$ cat src/deser_out_pkg.sv
// constants shared by the parallel video output stage
package deser_out_pkg;
  localparam int COLOUR_W = 8;
  localparam int CLK_PERIOD_PS = 4000;
  localparam int STRAP_WAIT_NS = 100;
  localparam int STRAP_WAIT_CYC = (STRAP_WAIT_NS * 1000 + CLK_PERIOD_PS - 1) / CLK_PERIOD_PS;
  localparam int STRAP_CNT_W = 8;
  localparam int FILT_MIN_PCLKS = 3;
  localparam logic [1:0] MODE_FILT_OFF = 2'h0;
  localparam logic [1:0] MODE_FILT_ON = 2'h1;
  localparam int STRAP_MODE_HI_BIT = 7;
  localparam int STRAP_MODE_LO_BIT = 6;
  localparam int STRAP_SLEEP_BIT = 2;
  localparam int STRAP_EDGE_BIT = 1;
  localparam logic SLEEP_FLOAT = 1'b0;
  localparam logic SLEEP_LOW = 1'b1;
  localparam logic RST_LEVEL = 1'b0;
  typedef enum logic [1:0] {
    ST_STRAP = 2'b01,
    ST_RUN = 2'b10
  } boot_state_e;
endpackage : deser_out_pkg

$ cat src/deser_parallel_video_output.sv
// parallel video output stage of a serial video link receiver
// Behaviour
// - each colour bus is eight bits with bit 7 most and bit 0 least significant.
// - with power_down_bar low every video output takes its sleep state.
// - blue colour pins are strap inputs at power-up; all colour pins drive video only afterwards.
// - in link mode 01 hsync and data valid pass only when at least 3 pixel clocks long.
// - in link mode 00 hsync and data valid transitions pass with no minimum length.
// - the pixel clock output strobes data on the edge picked by clock_edge_choice.
// - lock is high while the recovery loop is locked and power_down_bar is high; outputs are then live once strap capture is done.
// - lock is low when unlocked and all video outputs take their sleep state.
// - clock_edge_choice 1 strobes on the rising edge, 0 on the falling edge.
// - output_sleep_state_choice alone decides the sleep output states, the same with power_down_bar low as when unlocked.
`timescale 1ns/100ps
`default_nettype none
module deser_parallel_video_output #(
  parameter int MIN_PULSE = deser_out_pkg::FILT_MIN_PCLKS
) (
  input wire logic clk,
  input wire logic rst_b,
  input wire logic power_down_bar,
  input wire logic pll_locked,
  input wire logic rec_pclk,
  input wire logic [deser_out_pkg::COLOUR_W-1:0] rx_red,
  input wire logic [deser_out_pkg::COLOUR_W-1:0] rx_green,
  input wire logic [deser_out_pkg::COLOUR_W-1:0] rx_blue,
  input wire logic rx_hsync,
  input wire logic rx_vsync,
  input wire logic rx_dvalid,
  input wire logic [deser_out_pkg::COLOUR_W-1:0] red_in,
  output logic [deser_out_pkg::COLOUR_W-1:0] red_out,
  output logic red_oe,
  input wire logic [deser_out_pkg::COLOUR_W-1:0] green_in,
  output logic [deser_out_pkg::COLOUR_W-1:0] green_out,
  output logic green_oe,
  input wire logic [deser_out_pkg::COLOUR_W-1:0] blue_in,
  output logic [deser_out_pkg::COLOUR_W-1:0] blue_out,
  output logic blue_oe,
  output logic horizontal_sync,
  output logic vertical_sync,
  output logic data_valid,
  output logic pix_clk,
  output logic ctrl_oe,
  output logic lock,
  output logic [1:0] link_mode,
  output logic output_sleep_state_choice,
  output logic clock_edge_choice,
  output logic strap_done
);
  import deser_out_pkg::*;

  localparam int CW = COLOUR_W;
  localparam int PIX_W = 3 * CW + 1;
  localparam int ASYNC_W = PIX_W + 5;
  localparam int DLY = MIN_PULSE - 1;

  // ****************
  // input synchronisers
  // ****************
  logic [ASYNC_W-1:0] async_s1_reg;
  logic [ASYNC_W-1:0] async_s2_reg;
  logic [3*CW-1:0] strap_s1_reg;
  logic [3*CW-1:0] strap_s2_reg;
  wire logic [ASYNC_W-1:0] async_raw = {power_down_bar, pll_locked, rec_pclk, rx_hsync,
                                        rx_dvalid, rx_vsync, rx_red, rx_green, rx_blue};

  always_ff @(posedge clk or negedge rst_b) begin
    if (!rst_b) begin
      async_s1_reg <= '0;
      async_s2_reg <= '0;
      strap_s1_reg <= '0;
      strap_s2_reg <= '0;
    end else begin
      async_s1_reg <= async_raw;
      async_s2_reg <= async_s1_reg;
      strap_s1_reg <= {red_in, green_in, blue_in};
      strap_s2_reg <= strap_s1_reg;
    end
  end

  wire logic pdb_s = async_s2_reg[ASYNC_W-1];
  wire logic locked_s = async_s2_reg[ASYNC_W-2];
  wire logic pclk_s = async_s2_reg[ASYNC_W-3];
  wire logic hsync_s = async_s2_reg[ASYNC_W-4];
  wire logic dvalid_s = async_s2_reg[ASYNC_W-5];
  wire logic [PIX_W-1:0] pix_s = async_s2_reg[PIX_W-1:0];
  wire logic [CW-1:0] strap_blue = strap_s2_reg[CW-1:0];

  // ****************
  // power-up strap capture
  // ****************
  boot_state_e state_reg;
  boot_state_e state_next;
  logic [STRAP_CNT_W-1:0] wait_reg;
  logic [STRAP_CNT_W-1:0] wait_next;
  logic [1:0] mode_reg;
  logic sleep_sel_reg;
  logic edge_sel_reg;
  localparam logic [STRAP_CNT_W-1:0] WAIT_LAST = STRAP_CNT_W'(STRAP_WAIT_CYC - 1);
  wire logic wait_over = (wait_reg == WAIT_LAST);
  wire logic capture = (state_reg == ST_STRAP) && wait_over;

  always_comb begin
    state_next = state_reg;
    wait_next = wait_reg;
    case (state_reg)
      ST_STRAP: begin
        wait_next = wait_reg + STRAP_CNT_W'(1);
        if (wait_over) begin
          state_next = ST_RUN;
        end
      end
      ST_RUN: begin
        wait_next = wait_reg;
      end
      default: begin
        state_next = ST_STRAP;
        wait_next = '0;
      end
    endcase
  end

  always_ff @(posedge clk or negedge rst_b) begin
    if (!rst_b) begin
      state_reg <= ST_STRAP;
      wait_reg <= '0;
      mode_reg <= MODE_FILT_OFF;
      sleep_sel_reg <= SLEEP_FLOAT;
      edge_sel_reg <= RST_LEVEL;
    end else begin
      state_reg <= state_next;
      wait_reg <= wait_next;
      if (capture) begin
        mode_reg <= {strap_blue[STRAP_MODE_HI_BIT], strap_blue[STRAP_MODE_LO_BIT]};
        sleep_sel_reg <= strap_blue[STRAP_SLEEP_BIT];
        edge_sel_reg <= strap_blue[STRAP_EDGE_BIT];
      end
    end
  end

  wire logic booted = (state_reg == ST_RUN);
  wire logic video_on = booted && pdb_s && locked_s;
  wire logic drive_sleep = booted && (sleep_sel_reg == SLEEP_LOW);

  // ****************
  // pixel clock edges and alignment pipeline
  // ****************
  logic pclk_d_reg;
  logic [PIX_W-1:0] pipe_reg [DLY];
  wire logic rise = pclk_s && !pclk_d_reg;
  wire logic fall = !pclk_s && pclk_d_reg;
  wire logic filt_on = (mode_reg == MODE_FILT_ON);
  logic hsync_f;
  logic dvalid_f;

  always_ff @(posedge clk or negedge rst_b) begin
    if (!rst_b) begin
      pclk_d_reg <= 1'b0;
      for (int i = 0; i < DLY; i++) begin
        pipe_reg[i] <= '0;
      end
    end else begin
      pclk_d_reg <= pclk_s;
      if (rise) begin
        pipe_reg[0] <= pix_s;
        for (int i = 1; i < DLY; i++) begin
          pipe_reg[i] <= pipe_reg[i-1];
        end
      end
    end
  end

  ctrl_pulse_filter #(.MIN_LEN(MIN_PULSE)) u_hsync_filt (
    .clk(clk),
    .rst_b(rst_b),
    .tick(rise),
    .filt_on(filt_on),
    .din(hsync_s),
    .dout(hsync_f)
  );

  ctrl_pulse_filter #(.MIN_LEN(MIN_PULSE)) u_dvalid_filt (
    .clk(clk),
    .rst_b(rst_b),
    .tick(rise),
    .filt_on(filt_on),
    .din(dvalid_s),
    .dout(dvalid_f)
  );

  // ****************
  // output stage
  // ****************
  logic [PIX_W-1:0] pix_out_reg;
  logic pix_clk_reg;
  logic lock_reg;
  logic hold_reg;
  wire logic [PIX_W-1:0] pix_tail = pipe_reg[DLY-1];
  wire logic [PIX_W-1:0] pix_next = !video_on ? '0 : rise ? pix_tail : pix_out_reg;
  // data moves at the non-strobe edge so it is steady at the strobe edge
  wire logic pclk_next = !video_on ? 1'b0 :
                         rise ? !edge_sel_reg :
                         fall ? edge_sel_reg : pix_clk_reg;

  always_ff @(posedge clk or negedge rst_b) begin
    if (!rst_b) begin
      pix_out_reg <= '0;
      pix_clk_reg <= 1'b0;
      lock_reg <= 1'b0;
      hold_reg <= 1'b1;
    end else begin
      pix_out_reg <= pix_next;
      pix_clk_reg <= pclk_next;
      lock_reg <= pdb_s && locked_s;
      hold_reg <= !video_on;
    end
  end

  // bit 7 of each bus is its most significant bit
  assign red_out = pix_out_reg[3*CW-1:2*CW];
  assign green_out = pix_out_reg[2*CW-1:CW];
  assign blue_out = pix_out_reg[CW-1:0];
  assign vertical_sync = pix_out_reg[PIX_W-1];
  assign horizontal_sync = hsync_f && !hold_reg;
  assign data_valid = dvalid_f && !hold_reg;
  assign pix_clk = pix_clk_reg;
  assign ctrl_oe = booted && (!hold_reg || drive_sleep);
  assign red_oe = ctrl_oe;
  assign green_oe = ctrl_oe;
  assign blue_oe = ctrl_oe;
  assign lock = lock_reg;
  assign link_mode = mode_reg;
  assign output_sleep_state_choice = sleep_sel_reg;
  assign clock_edge_choice = edge_sel_reg;
  assign strap_done = booted;
endmodule : deser_parallel_video_output
`default_nettype wire

$ cat src/ctrl_pulse_filter.sv
// minimum pulse length filter for one video control signal
`timescale 1ns/100ps
`default_nettype none
module ctrl_pulse_filter #(
  parameter int MIN_LEN = 3
) (
  input wire logic clk,
  input wire logic rst_b,
  input wire logic tick,
  input wire logic filt_on,
  input wire logic din,
  output logic dout
);
  logic [MIN_LEN-2:0] hist_reg;
  logic dout_reg;
  logic dout_next;
  wire logic [MIN_LEN-1:0] window = {hist_reg, din};
  wire logic all_high = &window;
  wire logic all_low = ~|window;

  // filter: change only after MIN_LEN equal samples, else hold
  // bypass: same latency, every transition forwarded
  assign dout_next = !tick ? dout_reg :
                     !filt_on ? hist_reg[MIN_LEN-2] :
                     all_high ? 1'b1 :
                     all_low ? 1'b0 : dout_reg;
  assign dout = dout_reg;

  always_ff @(posedge clk or negedge rst_b) begin
    if (!rst_b) begin
      hist_reg <= '0;
      dout_reg <= 1'b0;
    end else begin
      if (tick) begin
        hist_reg <= window[MIN_LEN-2:0];
      end
      dout_reg <= dout_next;
    end
  end
endmodule : ctrl_pulse_filter
`default_nettype wire

$ cat config.mk
export PLATFORM = sky130hd
export DESIGN_NAME = deser_parallel_video_output
export DESIGN_NICKNAME = d
export VERILOG_FILES = /design/src/deser_out_pkg.sv /design/src/deser_parallel_video_output.sv /design/src/ctrl_pulse_filter.sv
export SDC_FILE = /design/constraint.sdc
export NUM_CORES = 1
export LEC_CHECK = 0
export BUFFER_PORTS_ARGS = -buffer_cell sky130_fd_sc_hd__buf_2
export CORE_UTILIZATION = 30
export CTS_BUF_LIST = sky130_fd_sc_hd__clkbuf_8 sky130_fd_sc_hd__clkbuf_16
export DETAILED_ROUTE_END_ITERATION = 6
export HOLD_SLACK_MARGIN = 0.12
export PLACE_DENSITY = 0.5
export SLEW_MARGIN = 0
export SYNTH_ARGS = -nofsm -noshare
export SYNTH_HDL_FRONTEND = slang
export SYNTH_SLANG_ARGS = --single-unit
$ cat constraint.sdc
create_clock -name clk -period 2.05 [get_ports clk]
set_input_delay 0.205 -clock clk [delete_from_list [all_inputs] [get_ports clk]]
set_output_delay 0.205 -clock clk [all_outputs]
set_load 0.05 [all_outputs]
== Yosys cells after proc, flatten, opt, wreduce, memory -nomap -nowiden ==
Cells that the tools add are included.
Operators by class
  add/sub/neg operators: 1
  equal/unequal tests: 9
  multiplexer cells: 14
  bitwise gates (word level): 1
  reductions and logical operators: 23
Operators by type and width (number)
  2-to-1 mux 25 bit: 2
  case mux 8 bit (2 select lines): 1
  logical AND 1 bit: 10
  2-to-1 mux 1 bit: 9
  adder 8 x 1 -> 8 bit (second input constant): 1
  == test 8 x 5 -> 1 bit (second input constant): 1
  inequality test 3 bit (second input constant): 2
  AND reduction 2 bit: 3
  AND reduction 3 bit: 2
  OR reduction 3 bit: 2
  logical NOT 1 bit: 5
  == test 2 x 1 -> 1 bit (second input constant): 2
  case mux 2 bit (2 select lines): 1
  inequality test 3 x 1 -> 1 bit (second input constant): 1
  == test 2 bit (second input constant): 1
  2-to-1 mux 2 bit: 1
  inequality test 2 x 1 -> 1 bit (second input constant): 1
  inequality test 2 bit (second input constant): 1
  logical OR 1 bit: 1
  inverter 1 bit: 1
Word-level totals
  register bits: 175
  bits of input ports: 56
  output and inout port bits: 38
  word-level logic and storage cells: 68

== Logic depth before layout (Yosys ltp) ==
  depth in word-level cells: 5
  gate-level depth with buffers: 6
  depth with buffers taken out: 6

== By module ==
Synthesis repeated with hierarchy kept, for this count alone.
Second synthesis, totals
  cells, all modules: 491
  area total of the unflattened synthesis: 5680.4 um^2
By module, submodules not included
  deser_parallel_video_output: times used 1, cells each 467, area an instance 5397.7 um^2, seq. area each 4031.4 um^2
  ctrl_pulse_filter: times used 2, cells each 12, area an instance 141.4 um^2, seq. area each 75.1 um^2

== Least setup slack after synthesis ==
No wires, ideal clock.
  path kind: register -> output
  start point: register sleep_sel_reg, in the netlist output_sleep_state_choice
  end point: output ctrl_oe
  data arrival time: 1.955 ns
  data required time: 1.845 ns
  slack: -0.110 ns
  stages on the path, launching flop included: 4
  path buffers: 1
  path through: dfrtp_1 inv_1 a21oi_1 buf_4
Between the ends
  word-level cells in the longest chain between the ends: 3
Ends and longest elaborated chain
  start: declaration: RTL line deser_parallel_video_output.sv:96  | logic sleep_sel_reg;
  start signal: assignment: RTL line deser_parallel_video_output.sv:134  | sleep_sel_reg <= strap_blue[STRAP_SLEEP_BIT];
  logical AND 1 bit: RTL line deser_parallel_video_output.sv:142  | wire logic drive_sleep = booted && (sleep_sel_reg == SLEEP_LOW);
  logical OR 1 bit: RTL line deser_parallel_video_output.sv:226  | assign ctrl_oe = booted && (!hold_reg || drive_sleep);
  logical AND 1 bit: RTL line deser_parallel_video_output.sv:226
  end: declaration: RTL line deser_parallel_video_output.sv:42  | output logic ctrl_oe,
Every way passes these cells.

== Worst setup path after layout ==
  start point: register state_reg[0]
  end point: output strap_done
Between the ends
  word-level cells in the longest chain between the ends: 1
Ends and longest elaborated chain
  start: declaration: RTL line deser_parallel_video_output.sv:91  | boot_state_e state_reg;
  start signal: assignment: RTL line deser_parallel_video_output.sv:130  | state_reg <= state_next;
  == test 2 bit: RTL line deser_parallel_video_output.sv:140  | wire logic booted = (state_reg == ST_RUN);
  end: declaration: RTL line deser_parallel_video_output.sv:47  | output logic strap_done
Every way passes these cells.

==> reports/qor.csv <==
stage,metric,value,unit
critical_path,reg2reg end,pix_clk,
floorplanning,Site Rows,50,
floorplanning,number of I/O pins,94,
yosys,complex-gate fraction of the synthesized area,5.01,%
sta,Worst Tran Pin Value,0.582,ns
power_and_ir_drop,leakage power total,0.00359,uW
detailed_routing,DRC errors left,0,
detailed_routing,Vias per Instance,4.29,
sta,final number of hold-violating endpoints,0,
global_routing,first-pass GRT wire length,17900,microns
sta,Peak Freq,0.518,GHz
clock_network,clock buffer depth,2,
critical_path,Critical Path Source,state_reg[0],
global_routing,initial antenna violation count,0,
critical_path,WP data required,1.85,ns
clock_network,CTS tree,built,
yosys,synthesized flop and latch total,167,
critical_path,Register-to-Register Path Depth,5,
sta,Rel. slew slack,61.2,%
min_path,Hold Crit Class,input port to async pin,
critical_path,Critical Path Source Type,flop,
detailed_routing,routed wire length per instance,12.3,microns
yosys,XOR/XNOR Fraction of Synth Area,0.923,%
global_routing,vias in the first global route,3560,
flow_run,max_cap viols,0,
sta,Tcrit/Tclk final,94.2,%
critical_path,critical path arrival,1.73,ns
global_routing,largest net degree at the start of global routing,80,
detailed_routing,Iter 0 DRT Violations,271,
sta,unrepaired setup endpoints after global routing,false,
layout,layout cells sized above 1,20.4,%
yosys,leading post-synthesis cells by cell area,"dfrtp_1 72%, nand2_1 14%, a21oi_1 2.5%",
yosys,synthesized cell area,5700,sq um
layout,area delta synth->final,28.3,%
yosys,multiplexer share of the synthesized area,0.791,%
layout,fin nets,664,
floorplanning,Starting Density,30.6,%
global_routing,GRT overflow,0,
yosys,top cell type's share of synthesized area,72.5,%
yosys,largest family of logic cells by synthesized area,simple AND/OR/NAND/NOR gates,
placement,Buffers on Ports,73,
yosys,syn_area_per_cell,11.5,sq um
clock_network,Root Buffer,clkbuf_16,
power_and_ir_drop,peak supply drop,0.524,mV
floorplanning,chip width,140,microns
yosys,Ys Warns,0,
yosys,Cell variety after synth,29,
run_status,status,completed,
yosys,Synth Area in Adders,0.439,%
clock_network,clock slew at reported path FFs,0.07,ns
sta,setup_tns,0,ns
detailed_routing,final WL,10500,microns
yosys,Cells after Synth,496,
detailed_routing,Pre-antenna DRT Iters,4,
sta,final hold slack,0.342,ns
power_and_ir_drop,pwr/cell area,1000,nW/um^2
clock_network,htree depth,4,
detailed_routing,via count,3656,
clock_network,worst-skew pair later-pin latency,0.43,ns
yosys,simple-gate share of the synthesized area,16.3,%
detailed_routing,Antenna Nets Post-Route,0,
critical_path,worst reg2reg setup slack,0.50,ns
floorplanning,Core Area,18600,sq um
yosys,Syn Nets,554,
clock_network,CTS resizes,0,
clock_network,Post-CTS Setup Inserts,0,
layout,antenna diode count,0,
floorplanning,full die area,19500,sq um
placement,half-perimeter wire length after detailed placement,6300,microns
global_routing,Total GRT Usage,11.8,%
critical_path,Crit Path Class,flop to output pin,
yosys,post-synth top area cell,dfrtp_1,
critical_path,Crit. End Element,output pin,
placement,GPL Wtd Cong,0.708,
critical_path,r2r startpoint,state_reg[0],
sta,crit path time final,1.93,ns
critical_path,crit path max fanout,9,
sta,Worst Skew,0.0144,ns
clock_network,CTS Buf Count,17,
sta,Slew Limit Fails,0,
yosys,sequential share of the synthesized area,73.4,%
clock_network,CTS Sinks,167,
critical_path,Critical Path End,strap_done,
sta,Final Setup Violations,0,
floorplanning,Die H,140,microns
[cells by family (layout without fill, tap and decap cells)]
logic type | count (synthesis) | count (layout)
buffers and inverters | 33 | 156
flip-flops | 167 | 167
XOR/XNOR | 6 | 6
multiplexers | 4 | 4
adder cells (fa/ha/maj) | 2 | 2
AO/OA/AOI/OAI | 51 | 51
AND/OR/NAND/NOR | 233 | 233
[final cells by class]
class | instances | area, sq um
fill | 1828 | 11300
multi-input combinational | 296 | 1350
inverter | 10 | 37.5
timing repair buffer | 114 | 842
sequential | 167 | 4180
clock inverter | 14 | 161
tap | 234 | 293
clock buffer | 18 | 439
[metal layers]
layer,vias to the layer above,GRT usage (%),wire length [microns]
li1,1783,-,-
met1,1770,15.8,5030
met3,13,4.09,409
met4,0,4.86,153
met2,90,17.5,4910
met5,-,0,0
[cells in the final DEF (no fill, tap or decap), types with 6 or more instances in the layout]
| cell type | synthesis | routed |
|---|---|---|
| inv_1 | 9 | 9 |
| nand2_1 | 213 | 213 |
| dlygate4sd3_1 | 0 | 35 |
| o21ai_0 | 11 | 11 |
| buf_12 | 0 | 6 |
| a211oi_1 | 6 | 6 |
| dfrtp_1 | 165 | 165 |
| a21oi_1 | 29 | 28 |
| clkbuf_16 | 0 | 17 |
| buf_2 | 13 | 72 |
[how the worst min path moves through the flow]
stage | from | to | cells after the start
6_report | rst_b | async_s1_reg[28] | 2
2_1_floorplan | rst_b | async_s1_reg[0] | 0
3_5_place_dp | rst_b | async_s1_reg[28] | 1
3_3_place_gp | rst_b | async_s2_reg[28] | 1
5_1_grt | async_s1_reg[10] | async_s2_reg[10] | 0
4_1_cts | rst_b | pix_tail[20] | 2
[per-stage QoR]
step | utilization, % | cell area [sq um] | setup slack [ns] | std cells | power (uW)
finish | 39.2 | 7300 | 0.118 | 853 | 7300
global route | 39.2 | 7300 | 0.0299 | 853 | 7670
CTS | 39.2 | 7300 | 0.0748 | 853 | 7440
detailed placement | 34.1 | 6350 | 0.487 | 786 | 4200
global placement | 34.1 | 6350 | 0.509 | 786 | 4190
floorplan | - | 5700 | 0.249 | 496 | 3990
[power by group]
part           total [uW]  internal, uW  switching, uW
Clock                3120          1670           1460
Combinational         527           196            331
Sequential           3650          3540            119
Total                7300          5400           1910
[synthesized netlist by cell type]
library cell  instances
dfstp_2               2
nand2b_2              1
buf_4                10
o21a_1                1
nand3_1               3
ha_1                  2
dfrtp_1             165
and4bb_2              1
o21ai_0              11
or3_1                 1
nand4_2               1
nor3_1                2
nor2b_1               4
buf_2                13
and2_1                1
nand2_1             213
mux2_2                4
nand2b_1              2
nor2_1                2
a21oi_1              29
inv_1                 9
o22ai_1               1
o32ai_1               2
xnor2_1               3
xor2_1                3
nand2_2               2
clkinv_1              1
o21ai_2               1
a211oi_1              6
[timing repair]
item | in CTS | in global routing
hold endpoints to repair | 89 | 0
hold buffers | 35 | 0
endpoints found under the setup margin | 0 | 0
[critical path: stages, from the launching register on]
cell      delay, ns
dfstp_2        0.54
nand2b_2       0.17
clkinv_1       0.28
buf_2          0.32
Note: power is estimated with default switching activity, not from simulation.
